$ cat src/hdl/flash_mode_pkg.sv
// constants, field layout and state encodings of the flash led mode control
// assumes a single 250 MHz clock; register offsets are the device's i2c sub-addresses
package flash_mode_pkg;

  // register sub-addresses
  localparam logic [7:0] REG_MODE = 8'h01;
  localparam logic [7:0] REG_FLASH_CH1 = 8'h03;
  localparam logic [7:0] REG_FLASH_CH2 = 8'h04;
  localparam logic [7:0] REG_TORCH_CH1 = 8'h05;
  localparam logic [7:0] REG_TORCH_CH2 = 8'h06;
  localparam logic [7:0] REG_FLASH_RAMP = 8'h07;
  localparam logic [7:0] REG_TORCH_RAMP = 8'h08;

  // reset values
  localparam logic [7:0] RST_MODE = 8'h00;
  localparam logic [7:0] RST_CURRENT = 8'h00;
  localparam logic [7:0] RST_FLASH_RAMP = 8'h00;
  localparam logic [7:0] RST_TORCH_RAMP = 8'h0A;

  // field positions
  localparam int MODE_LSB = 2;         // mode field is bits 3:2
  localparam int TORCH_PIN_EN_BIT = 4;
  localparam int STROBE_PIN_EN_BIT = 5;
  localparam int STROBE_EDGE_BIT = 6;  // 1 = edge triggered, 0 = level triggered
  localparam int OVERRIDE_BIT = 7;     // in channel-one current registers
  localparam int RAMP_LSB = 4;         // ramp time select is bits 6:4
  localparam int TORCH_EXP_BIT = 7;    // 1 = exponential torch ramp
  localparam int TIMEOUT_LSB = 0;      // timeout select is bits 3:0

  // mode field codes
  localparam logic [1:0] FIELD_STANDBY = 2'b00;
  localparam logic [1:0] FIELD_IR = 2'b01;
  localparam logic [1:0] FIELD_TORCH = 2'b10;
  localparam logic [1:0] FIELD_FLASH = 2'b11;

  // timing
  localparam int CLK_PERIOD_NS = 4;
  localparam int NS_PER_US = 1000;
  localparam int CYCLES_PER_US = NS_PER_US / CLK_PERIOD_NS;
  localparam int FLASH_RAMP_FIRST_US = 512;
  localparam int FLASH_RAMP_UNIT_US = 500;
  localparam int TORCH_RAMP_UNIT_US = 8000;
  localparam int RAMP_STEPS_LOG2 = 7;
  localparam int TIMEOUT_FINE_US = 10000;
  localparam int TIMEOUT_FINE_LAST = 9;
  localparam int TIMEOUT_COARSE_US = 50000;

  // i2c
  localparam logic [6:0] DEFAULT_SLAVE_ADDR = 7'h2A;
  localparam logic [3:0] LAST_DATA_BIT = 4'h7;
  localparam logic [3:0] ACK_SLOT = 4'h8;

  typedef enum logic [1:0] {
    MODE_STANDBY = 2'b00,
    MODE_TORCH = 2'b01,
    MODE_FLASH = 2'b11,
    MODE_IR = 2'b10
  } led_mode_type;

  typedef enum logic [1:0] {
    RAMP_FLASH = 2'b00,
    RAMP_TORCH = 2'b01,
    RAMP_IMMEDIATE = 2'b11
  } ramp_kind_type;

  typedef enum logic [2:0] {
    PH_IDLE = 3'b000,
    PH_ADDR = 3'b001,
    PH_REG = 3'b011,
    PH_WRITE = 3'b010,
    PH_READ = 3'b110
  } i2c_phase_type;

endpackage : flash_mode_pkg

$ cat src/hdl/edge_sync.sv
// two-flop synchroniser with edge detection for a group of pin inputs
// assumes inputs are asynchronous to clk; edges come from the synchronised samples
module edge_sync #(
  parameter int WIDTH = 1
) (
  // clock and reset
  input wire logic clk,
  input wire logic rst,
  // pins
  input wire logic [WIDTH-1:0] async_in,
  // synchronised level and one-cycle edge pulses
  output logic [WIDTH-1:0] level,
  output logic [WIDTH-1:0] rise,
  output logic [WIDTH-1:0] fall
);

  typedef struct packed {
    logic [WIDTH-1:0] meta;
    logic [WIDTH-1:0] sync;
    logic [WIDTH-1:0] prev;
  } sync_state_type;

  sync_state_type st;
  sync_state_type next_st;

  // shift chain; meta feeds only sync
  always_comb begin
    next_st.meta = async_in;
    next_st.sync = st.meta;
    next_st.prev = st.sync;
  end

  always_ff @(posedge clk) begin
    if (rst) begin
      st <= '0;
    end else begin
      st <= next_st;
    end
  end

  // edges from the second and third stage only
  assign level = st.sync;
  assign rise = st.sync & ~st.prev;
  assign fall = ~st.sync & st.prev;

endmodule : edge_sync

$ cat src/hdl/flash_led_mode_control.sv
// mode control of a two-channel flash led driver: i2c register slave, mode machine,
// flash timeout and current ramp engine driving the two current source codes
// assumes pins arrive asynchronously and the current sources take the codes each cycle
//
// Behaviour
// [RULE1] enable low: shutdown, registers back to defaults, i2c ignored
// [RULE2] enable high: standby with the i2c slave answering
// [RULE3] host waits the settle time after enable rises before any i2c command
// [RULE4] enable falling cuts both channel currents at once, no ramp
// [RULE5] turning leds off by register write ramps current down to standby
// [RULE6] flash and ir codes 7 and 6 bits, channel one may replace two
// [RULE7] flash ramp time from a 3-bit field, always linear
// [RULE8] flash starts by mode write or enabled strobe rise, ends by write/pin/timeout
// [RULE9] flash timeout clears the mode field back to standby
// [RULE10] level trigger: pin flash ends at strobe fall or timeout
// [RULE11] edge trigger: pin flash ends only at timeout, fall ignored
// [RULE12] torch codes 7 and 6 bits, channel one may replace two
// [RULE13] torch ramp time from a 3-bit field, shape exponential or linear
// [RULE14] torch starts by mode write or enabled torch rise, ends by write or fall
// [RULE15] ir field with strobe enabled: rise enters ir, fall or timeout leaves
// [RULE16] ir current jumps fully on and off with no ramp
// [RULE17] ir always level triggered and still bounded by the flash timeout
// [RULE18] host should set the boost to pass mode for ir use
// [RULE19] field 10 torch, 11 flash, 00 pin modes with flash priority, 01 ir standby
// [RULE20] sixteen timeout settings, counting on through torch fallback
// [RULE21] throttle high in flash drops to torch current, low restores flash
// [RULE22] trigger and throttle pins synchronised, edges from synchronised samples
// [RULE23] a ramp restarts from the present current level, not zero
module flash_led_mode_control
  import flash_mode_pkg::*;
#(
  parameter int CYCLES_PER_US_P = CYCLES_PER_US,
  parameter logic [6:0] SLAVE_ADDR = DEFAULT_SLAVE_ADDR
) (
  // clock and reset
  input wire logic clk,
  input wire logic rst,
  // control pins
  input wire logic hardware_enable_pin,
  input wire logic strobe_pin,
  input wire logic torch_pin,
  input wire logic tx_pin,
  // i2c pins, sda open drain
  input wire logic scl,
  input wire logic sda_in,
  output logic sda_out,
  output logic sda_oe,
  // current source codes and active mode
  output logic [6:0] channel_one_output,
  output logic [5:0] channel_two_output,
  output logic [1:0] led_mode
);

  typedef struct packed {
    logic [7:0] mode_reg;
    logic [7:0] flash_ch1;
    logic [7:0] flash_ch2;
    logic [7:0] torch_ch1;
    logic [7:0] torch_ch2;
    logic [7:0] flash_ramp;
    logic [7:0] torch_ramp;
    led_mode_type mode;
    logic pin_started;
    ramp_kind_type ramp_kind;
    logic [6:0] ch1;
    logic [5:0] ch2;
    logic [11:0] pre;
    logic [13:0] step_cnt;
    logic [18:0] to_cnt;
    i2c_phase_type phase;
    logic [3:0] bitcnt;
    logic [7:0] shreg;
    logic [7:0] ptr;
    logic rw;
    logic sda_oe;
    logic sda_out;
  } state_type;

  localparam state_type STATE_RESET = '{
    mode_reg: RST_MODE, flash_ch1: RST_CURRENT, flash_ch2: RST_CURRENT,
    torch_ch1: RST_CURRENT, torch_ch2: RST_CURRENT, flash_ramp: RST_FLASH_RAMP,
    torch_ramp: RST_TORCH_RAMP, mode: MODE_STANDBY, pin_started: 1'b0,
    ramp_kind: RAMP_FLASH, ch1: 7'h00, ch2: 6'h00, pre: 12'h000, step_cnt: 14'h0000,
    to_cnt: 19'h00000, phase: PH_IDLE, bitcnt: 4'h0, shreg: 8'h00, ptr: 8'h00,
    rw: 1'b0, sda_oe: 1'b0, sda_out: 1'b0};

  // channel-one code limited to the channel-two range
  function automatic logic [5:0] sat6(input logic [6:0] code);
    sat6 = code[6] ? 6'h3F : code[5:0];
  endfunction : sat6

  // move a level toward its target by at most size codes
  function automatic logic [6:0] step_toward(input logic [6:0] lvl, input logic [6:0] target,
                                             input logic [6:0] size);
    if (lvl < target) begin
      step_toward = ((target - lvl) > size) ? lvl + size : target;
    end else if (lvl > target) begin
      step_toward = ((lvl - target) > size) ? lvl - size : target;
    end else begin
      step_toward = lvl;
    end
  endfunction : step_toward

  // microseconds between ramp steps for the selected ramp kind
  function automatic logic [13:0] step_interval(input ramp_kind_type kind,
                                                input logic [2:0] flash_sel,
                                                input logic [2:0] torch_sel);
    int ramp_us;
    ramp_us = 0;
    if (kind == RAMP_FLASH) begin
      ramp_us = (flash_sel == 3'h0) ? FLASH_RAMP_FIRST_US
                                    : FLASH_RAMP_UNIT_US << flash_sel;
    end else if (kind == RAMP_TORCH && torch_sel != 3'h0) begin
      ramp_us = TORCH_RAMP_UNIT_US << torch_sel;
    end
    step_interval = 14'(ramp_us >> RAMP_STEPS_LOG2);
  endfunction : step_interval

  // flash timeout in microseconds: 10 ms steps up to 100 ms, then 50 ms steps
  function automatic logic [18:0] timeout_us(input logic [3:0] sel);
    int t;
    if (int'(sel) <= TIMEOUT_FINE_LAST) begin
      t = (int'(sel) + 1) * TIMEOUT_FINE_US;
    end else begin
      t = (TIMEOUT_FINE_LAST + 1) * TIMEOUT_FINE_US
          + (int'(sel) - TIMEOUT_FINE_LAST) * TIMEOUT_COARSE_US;
    end
    timeout_us = 19'(t);
  endfunction : timeout_us

  state_type st;
  state_type next_st;

  logic [5:0] pin_level;
  logic [5:0] pin_rise;
  logic [5:0] pin_fall;
  logic hardware_enable_pin_lvl;
  logic strobe_lvl;
  logic strobe_rise;
  logic strobe_fall;
  logic torch_rise;
  logic torch_fall;
  logic tx_lvl;
  logic scl_lvl;
  logic scl_rise;
  logic scl_fall;
  logic sda_lvl;
  logic sda_rise;
  logic sda_fall;
  logic us_tick;
  logic wr_en;
  logic wr_mode;
  logic timeout_hit;
  logic [7:0] rd_data;
  logic [1:0] field;
  logic [6:0] tgt1;
  logic [5:0] tgt2;
  logic [13:0] interval;
  logic [6:0] size1;
  logic [6:0] size2;

  // all pins pass two flops before use; edges come from synchronised samples
  edge_sync #(.WIDTH(6)) pin_sync ( // [RULE22]
    .clk(clk),
    .rst(rst),
    .async_in({hardware_enable_pin, strobe_pin, torch_pin, tx_pin, scl, sda_in}),
    .level(pin_level),
    .rise(pin_rise),
    .fall(pin_fall)
  );

  // unpack the synchronised pins
  assign {hardware_enable_pin_lvl, strobe_lvl, scl_lvl, sda_lvl} =
    {pin_level[5], pin_level[4], pin_level[1], pin_level[0]};
  assign tx_lvl = pin_level[2];
  assign {strobe_rise, strobe_fall} = {pin_rise[4], pin_fall[4]};
  assign {torch_rise, torch_fall} = {pin_rise[3], pin_fall[3]};
  assign {scl_rise, scl_fall} = {pin_rise[1], pin_fall[1]};
  assign {sda_rise, sda_fall} = {pin_rise[0], pin_fall[0]};

  // i2c slave, register file, mode machine, timeout and ramp engine
  always_comb begin
    next_st = st;
    wr_en = 1'b0;
    rd_data = 8'h00;
    // microsecond prescaler
    us_tick = (st.pre == 12'(CYCLES_PER_US_P - 1));
    next_st.pre = us_tick ? 12'h000 : st.pre + 12'h001;
    // read decode at the pointer
    case (st.ptr)
      REG_MODE: rd_data = st.mode_reg;
      REG_FLASH_CH1: rd_data = st.flash_ch1;
      REG_FLASH_CH2: rd_data = st.flash_ch2;
      REG_TORCH_CH1: rd_data = st.torch_ch1;
      REG_TORCH_CH2: rd_data = st.torch_ch2;
      REG_FLASH_RAMP: rd_data = st.flash_ramp;
      REG_TORCH_RAMP: rd_data = st.torch_ramp;
      default: rd_data = 8'h00;
    endcase
    // i2c bit engine: start and stop seen while scl is high
    if (scl_lvl && sda_fall) begin
      next_st.phase = PH_ADDR;
      next_st.bitcnt = 4'hF; // the first scl fall only closes the start
      next_st.sda_oe = 1'b0;
    end else if (scl_lvl && sda_rise) begin
      next_st.phase = PH_IDLE;
      next_st.sda_oe = 1'b0;
    end else if (st.phase != PH_IDLE && scl_rise) begin
      if (st.phase != PH_READ && st.bitcnt < ACK_SLOT) begin
        next_st.shreg = {st.shreg[6:0], sda_lvl};
      end else if (st.phase == PH_READ && st.bitcnt == ACK_SLOT && sda_lvl) begin
        next_st.phase = PH_IDLE; // master nack ends the read
      end
    end else if (st.phase != PH_IDLE && scl_fall) begin
      if (st.bitcnt == 4'hF) begin
        next_st.bitcnt = 4'h0; // fall after a start opens the first bit
      end else if (st.bitcnt < LAST_DATA_BIT) begin
        next_st.bitcnt = st.bitcnt + 4'h1;
        if (st.phase == PH_READ) begin
          next_st.shreg = {st.shreg[6:0], 1'b0};
          next_st.sda_oe = ~st.shreg[6];
        end
      end else if (st.bitcnt == LAST_DATA_BIT) begin
        next_st.bitcnt = ACK_SLOT;
        unique case (st.phase)
          PH_ADDR: begin
            if (st.shreg[7:1] == SLAVE_ADDR) begin
              next_st.sda_oe = 1'b1;
              next_st.rw = st.shreg[0];
            end else begin
              next_st.phase = PH_IDLE;
            end
          end
          PH_REG: begin
            next_st.ptr = st.shreg;
            next_st.sda_oe = 1'b1;
          end
          PH_WRITE: begin
            wr_en = 1'b1;
            next_st.ptr = st.ptr + 8'h01;
            next_st.sda_oe = 1'b1;
          end
          PH_READ: next_st.sda_oe = 1'b0;
          default: next_st.phase = PH_IDLE;
        endcase
      end else begin
        // end of the acknowledge slot
        next_st.bitcnt = 4'h0;
        next_st.sda_oe = 1'b0;
        if (st.phase == PH_ADDR) begin
          next_st.phase = st.rw ? PH_READ : PH_REG;
        end else if (st.phase == PH_REG) begin
          next_st.phase = PH_WRITE;
        end
        if (next_st.phase == PH_READ) begin
          next_st.shreg = rd_data;
          next_st.ptr = st.ptr + 8'h01;
          next_st.sda_oe = ~rd_data[7];
        end
      end
    end
    // register writes; unmapped addresses are dropped
    if (wr_en) begin
      case (st.ptr)
        REG_MODE: next_st.mode_reg = st.shreg;
        REG_FLASH_CH1: next_st.flash_ch1 = st.shreg;
        REG_FLASH_CH2: next_st.flash_ch2 = st.shreg;
        REG_TORCH_CH1: next_st.torch_ch1 = st.shreg;
        REG_TORCH_CH2: next_st.torch_ch2 = st.shreg;
        REG_FLASH_RAMP: next_st.flash_ramp = st.shreg;
        REG_TORCH_RAMP: next_st.torch_ramp = st.shreg;
        default: ;
      endcase
    end
    wr_mode = wr_en && (st.ptr == REG_MODE);
    field = next_st.mode_reg[MODE_LSB +: 2];
    // timeout keeps counting through the throttle fallback
    timeout_hit = (st.mode == MODE_FLASH || st.mode == MODE_IR)
                  && (st.to_cnt >= timeout_us(next_st.torch_ramp[TIMEOUT_LSB +: 4])); // [RULE20]
    // mode machine
    if (wr_mode) begin
      next_st.pin_started = 1'b0;
      if (field == FIELD_TORCH) begin
        next_st.mode = MODE_TORCH; // [RULE14] [RULE19]
      end else if (field == FIELD_FLASH) begin
        next_st.mode = MODE_FLASH; // [RULE8] [RULE19]
      end else begin
        next_st.mode = MODE_STANDBY; // [RULE5] [RULE8]
      end
    end else begin
      unique case (st.mode)
        MODE_STANDBY: begin
          if (field == FIELD_STANDBY && st.mode_reg[STROBE_PIN_EN_BIT] && strobe_rise) begin
            next_st.mode = MODE_FLASH; // [RULE8] [RULE19]
            next_st.pin_started = 1'b1;
          end else if (field == FIELD_STANDBY && st.mode_reg[TORCH_PIN_EN_BIT] && torch_rise) begin
            next_st.mode = MODE_TORCH; // [RULE14]
            next_st.pin_started = 1'b1;
          end else if (field == FIELD_IR && st.mode_reg[STROBE_PIN_EN_BIT] && strobe_rise) begin
            next_st.mode = MODE_IR; // [RULE15]
          end
        end
        MODE_TORCH: begin
          if (st.pin_started && st.mode_reg[STROBE_PIN_EN_BIT] && strobe_rise) begin
            next_st.mode = MODE_FLASH; // [RULE19]
          end else if (st.pin_started && torch_fall) begin
            next_st.mode = MODE_STANDBY; // [RULE14]
            next_st.pin_started = 1'b0;
          end
        end
        MODE_FLASH: begin
          if (timeout_hit) begin
            next_st.mode = MODE_STANDBY; // [RULE8]
            next_st.pin_started = 1'b0;
            if (!st.pin_started) begin
              next_st.mode_reg[MODE_LSB +: 2] = FIELD_STANDBY; // [RULE9]
            end
          end else if (st.pin_started && !st.mode_reg[STROBE_EDGE_BIT] && strobe_fall) begin
            next_st.mode = MODE_STANDBY; // [RULE10] [RULE11]
            next_st.pin_started = 1'b0;
          end
        end
        MODE_IR: begin
          if (timeout_hit || strobe_fall) begin
            next_st.mode = MODE_STANDBY; // [RULE15] [RULE17]
          end
        end
      endcase
    end
    // timeout counter runs in microseconds while flash or ir lasts
    if ((next_st.mode == MODE_FLASH || next_st.mode == MODE_IR)
        && (st.mode == MODE_FLASH || st.mode == MODE_IR)) begin
      next_st.to_cnt = (us_tick && !timeout_hit) ? st.to_cnt + 19'h00001 : st.to_cnt;
    end else begin
      next_st.to_cnt = 19'h00000;
    end
    // targets; channel one may replace channel two
    tgt1 = 7'h00;
    tgt2 = 6'h00;
    if (next_st.mode == MODE_TORCH || (next_st.mode == MODE_FLASH && tx_lvl)) begin
      tgt1 = next_st.torch_ch1[6:0]; // [RULE12] [RULE21]
      tgt2 = next_st.torch_ch1[OVERRIDE_BIT] ? sat6(next_st.torch_ch1[6:0])
                                             : next_st.torch_ch2[5:0];
    end else if (next_st.mode != MODE_STANDBY) begin
      tgt1 = next_st.flash_ch1[6:0]; // [RULE6]
      tgt2 = next_st.flash_ch1[OVERRIDE_BIT] ? sat6(next_st.flash_ch1[6:0])
                                             : next_st.flash_ch2[5:0];
    end
    // ramp kind follows the active mode; standby keeps the kind it ramps down with
    if (next_st.mode == MODE_IR || (st.mode == MODE_IR && next_st.mode == MODE_STANDBY)) begin
      next_st.ramp_kind = RAMP_IMMEDIATE; // [RULE16]
    end else if (next_st.mode == MODE_TORCH) begin
      next_st.ramp_kind = RAMP_TORCH;
    end else if (next_st.mode == MODE_FLASH) begin
      next_st.ramp_kind = RAMP_FLASH; // [RULE7]
    end
    interval = step_interval(next_st.ramp_kind, next_st.flash_ramp[RAMP_LSB +: 3],
                             next_st.torch_ramp[RAMP_LSB +: 3]); // [RULE7] [RULE13]
    // exponential torch ramp steps in proportion to the level
    size1 = 7'h01;
    size2 = 7'h01;
    if (next_st.ramp_kind == RAMP_TORCH && next_st.torch_ramp[TORCH_EXP_BIT]) begin
      size1 = {4'h0, st.ch1[6:4]} + 7'h01; // [RULE13]
      size2 = {5'h00, st.ch2[5:4]} + 7'h01;
    end
    // ramp engine steps from the present level
    if (next_st.ramp_kind == RAMP_IMMEDIATE || interval == 14'h0000) begin
      next_st.ch1 = tgt1; // [RULE16]
      next_st.ch2 = tgt2;
      next_st.step_cnt = 14'h0000;
    end else if (us_tick) begin
      if (st.step_cnt + 14'h0001 >= interval) begin
        next_st.step_cnt = 14'h0000;
        next_st.ch1 = step_toward(st.ch1, tgt1, size1); // [RULE23] [RULE5]
        next_st.ch2 = 6'(step_toward({1'b0, st.ch2}, {1'b0, tgt2}, size2));
      end else begin
        next_st.step_cnt = st.step_cnt + 14'h0001;
      end
    end
    next_st.sda_out = 1'b0;
    // enable low holds everything in shutdown; enable high leaves standby with i2c live
    if (!hardware_enable_pin_lvl) begin
      next_st = STATE_RESET; // [RULE1] [RULE2] [RULE4]
    end
  end

  always_ff @(posedge clk) begin
    if (rst) begin
      st <= STATE_RESET;
    end else begin
      st <= next_st;
    end
  end

  // outputs straight from the state flops
  assign channel_one_output = st.ch1;
  assign channel_two_output = st.ch2;
  assign led_mode = st.mode;
  assign sda_oe = st.sda_oe;
  assign sda_out = st.sda_out;

  // checks
  chk_shutdown_clear: assert property (@(posedge clk) disable iff (rst) // [RULE1]
    !hardware_enable_pin_lvl |=> st.mode_reg == RST_MODE && st.ch1 == 7'h00 && !st.sda_oe)
    else $error("shutdown did not clear state");
  chk_hardware_enable_pin_cut: assert property (@(posedge clk) disable iff (rst) // [RULE4]
    $fell(hardware_enable_pin_lvl) |=> channel_one_output == 7'h00 && channel_two_output == 6'h00)
    else $error("current not cut at enable fall");
  chk_ramp_down: assert property (@(posedge clk) disable iff (rst) // [RULE5]
    hardware_enable_pin_lvl && st.mode == MODE_STANDBY && st.ramp_kind != RAMP_IMMEDIATE
    && st.ch1 > 7'h10 ##1 hardware_enable_pin_lvl |-> st.ch1 != 7'h00)
    else $error("current dropped without ramp");
  chk_timeout_field: assert property (@(posedge clk) disable iff (rst) // [RULE9]
    hardware_enable_pin_lvl && timeout_hit && st.mode == MODE_FLASH && !st.pin_started && !wr_mode
    |=> st.mode_reg[MODE_LSB +: 2] == FIELD_STANDBY && st.mode == MODE_STANDBY)
    else $error("timeout did not clear mode field");
  chk_level_end: assert property (@(posedge clk) disable iff (rst) // [RULE10]
    hardware_enable_pin_lvl && st.mode == MODE_FLASH && st.pin_started && !st.mode_reg[STROBE_EDGE_BIT]
    && strobe_fall && !wr_mode |=> st.mode == MODE_STANDBY)
    else $error("level flash kept past strobe fall");
  chk_edge_hold: assert property (@(posedge clk) disable iff (rst) // [RULE11]
    hardware_enable_pin_lvl && st.mode == MODE_FLASH && st.pin_started && st.mode_reg[STROBE_EDGE_BIT]
    && strobe_fall && !timeout_hit && !wr_mode |=> st.mode == MODE_FLASH)
    else $error("edge flash ended at strobe fall");
  chk_ir_level: assert property (@(posedge clk) disable iff (rst) // [RULE16]
    st.mode == MODE_IR |-> st.ch1 == st.flash_ch1[6:0])
    else $error("ir current not at full setting");
  chk_ir_off: assert property (@(posedge clk) disable iff (rst) // [RULE17]
    st.mode == MODE_IR && strobe_fall && !wr_mode |=> st.ch1 == 7'h00 && st.ch2 == 6'h00)
    else $error("ir current not off at strobe fall");
  chk_flash_wins: assert property (@(posedge clk) disable iff (rst) // [RULE19]
    hardware_enable_pin_lvl && st.mode == MODE_STANDBY && st.mode_reg[MODE_LSB +: 2] == FIELD_STANDBY
    && st.mode_reg[STROBE_PIN_EN_BIT] && st.mode_reg[TORCH_PIN_EN_BIT]
    && strobe_rise && !wr_en |=> st.mode == MODE_FLASH)
    else $error("flash trigger lost priority");
  chk_field_torch: assert property (@(posedge clk) disable iff (rst) // [RULE19]
    st.mode_reg[MODE_LSB +: 2] == FIELD_TORCH |-> st.mode == MODE_TORCH)
    else $error("torch field without torch mode");

endmodule : flash_led_mode_control

$ cat config.mk
export PLATFORM = sky130hd
export DESIGN_NAME = flash_led_mode_control
export DESIGN_NICKNAME = d
export VERILOG_FILES = /design/src/hdl/flash_mode_pkg.sv /design/src/hdl/edge_sync.sv /design/src/hdl/flash_led_mode_control.sv
export SDC_FILE = /design/constraint.sdc
export NUM_CORES = 1
export LEC_CHECK = 0
export ABC_CLOCK_PERIOD_IN_PS = 13750
export CAP_MARGIN = 15
export CORE_AREA = 3 3 126 189
export DETAILED_ROUTE_END_ITERATION = 10
export DIE_AREA = 0 0 129 192
export DONT_BUFFER_PORTS = 1
export PLACE_DENSITY = 0.84
export SLEW_MARGIN = 20
export SYNTH_ARGS = -nofsm -noshare
export SYNTH_HDL_FRONTEND = slang
export SYNTH_SLANG_ARGS = --single-unit
$ cat constraint.sdc
create_clock -name clk -period 13.75 [get_ports clk]
set_input_delay 2.0625 -clock clk [delete_from_list [all_inputs] [get_ports clk]]
set_output_delay 2.0625 -clock clk [all_outputs]
set_load 0.01 [all_outputs]
# [Word-level counts from Yosys, hierarchy flattened]
# Index checks and enable logic that the tools add are counted.
[word_totals] regBits=162 output_inout_bits=17 wordCells=339 inputBits=8
[op_classes] n_mux=134 n_eq_ne=53 n_shift=2 add_sub_neg=18 bitwise_logic=13 reduce_logical=74 n_lt_le_gt_ge=13 n_mul=2
[ops] cell="16-bit two-way mux" n=8
[ops] cell="7-bit two-way mux" n=13
[ops] cell="8-bit two-way mux" n=11
[ops] cell="21-bit two-way mux" n=4
[ops] cell="12-bit two-way mux" n=6
[ops] cell="3-bit two-way mux" n=22
[ops] cell="6-bit two-way mux" n=10
[ops] cell="8-bit one-hot mux with 7 select lines" n=1
[ops] cell="52-bit two-way mux" n=1
[ops] cell="2-bit two-way mux" n=22
[ops] cell="13-bit two-way mux" n=3
[ops] cell="7-bit greater-than comparator" n=5
[ops] cell="8-bit by 3-bit == test with 1-bit output (second input constant)" n=4
[ops] cell="1-bit logical AND" n=26
[ops] cell="25-bit two-way mux" n=1
[ops] cell="13-bit by 3-bit left shift with 21-bit output (first input constant)" n=1
[ops] cell="9-bit by 3-bit left shift with 21-bit output (first input constant)" n=1
[ops] cell="7-bit subtractor" n=3
[ops] cell="18-bit by 19-bit adder with 19-bit output (first input constant)" n=1
[ops] cell="19-bit by 1-bit adder with 19-bit output (second input constant)" n=1
[ops] cell="19-bit >= comparator" n=1
[ops] cell="19-bit two-way mux" n=1
[ops] cell="18-bit two-way mux" n=1
[ops] cell="1-bit two-way mux" n=17
[ops] cell="other kinds (74)" n=145

# [Logic depth before layout (Yosys ltp)]
[depth] word_depth=34 depth_mapped=52 ltp_nobuf=48

# [Cells and area by module]
# Synthesis repeated with hierarchy kept, for this count alone.
[unflattened] hier_cells=1644 hier_area_um2=13215.2
[modules_own_cells] module="flash_led_mode_control" seq_area_each_um2=2882.8 cells_each=1589 area_per_inst_um2=12605.8 instances=1
[modules_own_cells] module="edge_sync" seq_area_each_um2=360.3 cells_each=55 area_per_inst_um2=609.3 instances=1

# [Worst setup path after synthesis]
# Ideal clock, no wire load.
[synth_timing] kind="reg-to-reg" start="reg st[10] (netlist bit)" end="reg st, in the netlist channel_one_output[4]" setup_time_ps=70 path_slack_ps=3438 path_buffers=2 required_time_ps=13680 stages_incl_launch_ff=47 period_less_slack_ps=10312 t_arrival_ps=10242 path_cell_list="dfxtp_1 > or4_4 > nor3_4 > nand2_4 > mux2i_2 > nand3_1 > xnor2_1 > ha_1 > ha_1 > inv_1 > fa_1 > inv_1 > fa_1 > a21o_1 > a21oi_1 > nor2b_1 > o21ai_0 > xor2_1 > [... 11 more ...] > buf_6 > mux2i_1 > nand2_1 > inv_1 > ha_1 > nor2b_1 > o31ai_1 > a21boi_0 > ha_1 > a21oi_1 > a21oi_1 > nor3_1 > and2_1 > clkbuf_1 > nor3_1 > a2111oi_0 > o31ai_1 > a21oi_1"
[synth_via] elab_chain_len=27 word_cells_on_any_way=90 cone_classes="7 x add/sub; 2 x mul; 7 x order compare; 13 x eq/ne; 2 x shift; 32 x mux; 27 x reduce/logical"
[synth_lines] element="from (decl)" line_no="flash_led_mode_control.sv:131" rtl="state_type st;"
[synth_lines] element="from (signal assigned)" line_no="flash_led_mode_control.sv:391" rtl="st <= next_st;"
[synth_lines] element="parallel branches: the longest is 27 deep, another holds 18-bit by 19-bit adder with 19-bit output"
# Parallel ways; which one is timed is not known. The select of a mux whose other input is x is not followed.
# A chain may end at the register's enable or synchronous reset.

# [Worst setup path after layout]
[layout_timing] start="reg st[19] (netlist bit)" end="reg st, in the netlist channel_one_output[4]"
[layout_via] elab_chain_len=33 word_cells_on_any_way=90 cone_classes="7 x add/sub; 2 x mul; 8 x order compare; 10 x eq/ne; 2 x shift; 34 x mux; 27 x reduce/logical"
[layout_lines] element="parallel branches: the longest is 3 deep, another holds 4-bit by 3-bit < comparator with 1-bit output"
[layout_lines] element="1-bit two-way mux (*)" line_no="flash_led_mode_control.sv:215" rtl="if (st.bitcnt == 4'hF) begin"
[layout_lines] element="1-bit two-way mux (*)" line_no="flash_led_mode_control.sv:214" rtl="end else if (st.phase != PH_IDLE && scl_fall) begin"
[layout_lines] element="1-bit two-way mux (*)" line_no="flash_led_mode_control.sv:208" rtl="end else if (st.phase != PH_IDLE && scl_rise) begin"
[layout_lines] element="1-bit two-way mux (*)" line_no="flash_led_mode_control.sv:205" rtl="end else if (scl_lvl && sda_rise) begin"
[layout_lines] element="1-bit two-way mux (*)" line_no="flash_led_mode_control.sv:201" rtl="if (scl_lvl && sda_fall) begin"
[layout_lines] element="parallel branches: the longest is 25 deep, another holds 18-bit by 19-bit adder with 19-bit output"
# Mark *: on every way between the ends. The select of a mux whose other input is x is not followed.

==> results.yml <==
global_route:
  grt_pass1_vias: 11800
  grt-ovfl-total: 0
  antenna_found_initial: 0
  grt_max_degree: 78
  grt_usage_pct: 28.0
  grt_pass1_wl_um: 56500
place:
  dp_hpwl_um: 26400
  portBuffers: 0
  placedCellCount: 1854
  dp_slack_ps: 1400
  dpl-instance-area_um2: 13200
  gp_congestion: 0.950
detailed_routing:
  drc: 0
  ant_nets: 0
  post_drt_wl_per_cell_um: 18.3
  wirelength_met1_um: 12800
  route.vias.total: 12000
  wirelength_um: 34600
  wl_met3_um: 1560
  dr.pass1.iters: 6
  highest_layer: "met4"
  viasPerCell: 6.36
  drt_iter0_markers: 935
  wl_met2_um: 18100
timing:
  fin_crit_sh_pct: 91.6
  tightest_slew_ps: 1100
  relSlewSlack_pct: 26.1
  setup_viol: 0
  period_needed_ps: 12600
  drv_slew: 0
  final.setup.tns_ps: 0
  holdWs_ps: 445
  finalClockSkew_ps: 11.3
  setup_slack_ps: 1150
  rsz0062_at_grt: "false"
  timing.fmax_ghz: 0.0794
  hold_viol_final: 0
yosys:
  synth_top_family_by_area: "simple AND/OR/NAND/NOR gates"
  ys_top_cells_by_area: "dfxtp_1 24%, ha_1 14%, a21oi_1 5.4%"
  synthTopCellsByCount: "167 x nor2_1, 160 x dfxtp_1, 145 x ha_1, 144 x a21oi_1, 140 x nand2_1"
  ys_seq_area_share_pct: 24.1
  yosys.area_share.simple_pct: 21.6
  synth_nets: 1830
  synthAdderAreaFrac_pct: 16.4
  synth_edf_count: 0
  syn_inst: 1659
  synthMuxAreaShare_pct: 4.92
  synth_cell_types: 94
  yosysMostFrequentCell: "nor2_1"
  async_flop_share_pct: 0
  syn_area_um2: 13300
  yosysTopAreaCellShare_pct: 24.1
  yosys.area.top_type: "dfxtp_1"
  synth_compound_area_share_pct: 21.5
  synth.yosys.warnings: 0
  synth_xor_area_share_pct: 5.35
  ys_ff_latch: 160
  synth_flop_cell: "dfxtp_1"
  synth.avg_cell_area_um2: 8.00
setup_path:
  slowest_stage: "o21ai_2"
  crit_top_cell: "ha_1"
  startpoint_type: "flop"
  worst_ep_required_time_ps: 14120
  critical_path_arrival_ps: 12960
  cp_top_family: "compound AO/OA/AOI/OAI gates"
  cp_max_fo: 21
  cp_num_buf_inv: 3
  crit_path_end_kind: "flop"
  crit_type: "reg2reg"
  cp_slowest_stage_delay_ps: 780
status:
  status: "completed"
floorplanning:
  initial_core_util_pct: 59.5
  coreArea_um2: 22300
  row_count: 67
  fp.dieW_um: 129
  fp.dieArea_um2: 24800
  die_h_um: 192
  io_pins: 25
final_layout:
  final_layout_size_suffix_gt1_share_pct: 5.47
  area_growth_pct: 4.24
  antenna_cells: 0
  nets: 1768
  design_area_um2: 13800
  stdcell_count: 1886
clock_tree:
  post-cts-setup-buffers: 0
  cts_sinks: 160
  holdBufCountCts: 0
  htree_levels: 4
  insertion_delay_ps: 440
  cts_buffers: 17
  cts_tree: "yes"
  root_buffer: "clkbuf_16"
  cts_buffer_depth: 2
  ctsResizeCount: 0
  clk_pin_slew_ps: 70
power:
  power.density_nw_per_um2: 68.8
  peakVddDrop_uv: 76.5
  cellLeakagePower_nw: 5.30
hold_path:
  hp-class: "reg2reg"
job:
  max-cap-violations: 0
## registers in the layout (all words and copies together) (netlist names)
| register | count |
|---|---|
| st | 128 |
| channel_one_output | 7 |
| channel_two_output | 6 |
| pin_sync.level | 6 |
| pin_sync.next_st | 6 |
| pin_sync.st | 4 |
| led_mode | 2 |
| sda_oe | 1 |
## cell type report
| class | count | area [um2] |
|---|---|---|
| Tap cell | 276 | 345 |
| Sequential cell | 160 | 3200 |
| Multi-Input combinational cell | 1316 | 9270 |
| Clock buffer | 21 | 460 |
| Clock inverter | 11 | 130 |
| Fill cell | 1930 | 8470 |
| Timing Repair Buffer | 11 | 82.6 |
| Inverter | 91 | 342 |
## cell usage in the layout, fill, tap and decap left out, types with 41 or more instances in the layout
| cell type | Yosys | layout |
|---|---|---|
| inv_1 | 91 | 91 |
| nor2_1 | 167 | 167 |
| dfxtp_1 | 160 | 160 |
| a21oi_1 | 144 | 144 |
| nand3_1 | 45 | 45 |
| mux2i_1 | 56 | 56 |
| o21ai_0 | 86 | 86 |
| nand2_1 | 140 | 140 |
| xnor2_1 | 41 | 41 |
| ha_1 | 145 | 145 |
## metal layers
metal	global-route usage, %	vias to the layer above
met5	0	-
met4	17.6	0
met3	4.54	148
met2	51.9	399
met1	28.7	5660
li1	-	5785
## final timing paths
path,startpoint,endpoint,slack (ps),depth (start not counted)
setup / recovery,st[19],channel_one_output[4],1150,45
hold / removal,pin_sync.next_st[11],pin_sync.level[5],440,1
setup reg to reg,st[19],channel_one_output[4],1150,45
hold reg to reg,pin_sync.next_st[11],pin_sync.level[5],440,1
## metrics by stage
step,util (%),power [mW]
2_1_floorplan,-,0.482
3_3_place_gp,59.3,0.483
3_5_place_dp,59.3,0.484
4_1_cts,62.0,0.955
5_1_grt,62.0,0.974
6_report,62.0,0.951
## worst register-to-register path: cells and delay by family (launching register included)
| kind | cells | cell delay (ps) |
|---|---|---|
| AOI/OAI and AO/OA | 16 | 3930 |
| and+or+nand+nor | 13 | 3470 |
| adders and majority gates | 8 | 2590 |
| muxes | 2 | 1010 |
| xor gates and xnor gates | 3 | 830 |
| DFF | 1 | 390 |
| buffers and inverters | 3 | 280 |
## power by group
part           switching (mW)  internal [mW]
Clock                   0.200          0.278
Sequential            0.00145          0.465
Combinational         0.00426        0.00213
## kinds of logic (layout without fill, tap and decap cells)
family / Yosys count / count (layout)
compound gates: 436 / 436
xor+xnor: 81 / 81
fa+ha+maj: 163 / 163
buf+inv: 183 / 134
flops: 160 / 160
mux: 63 / 63
other cells: 1 / 1
simple gates: 572 / 572
No activity file was read; power rests on OpenSTA's default activity.
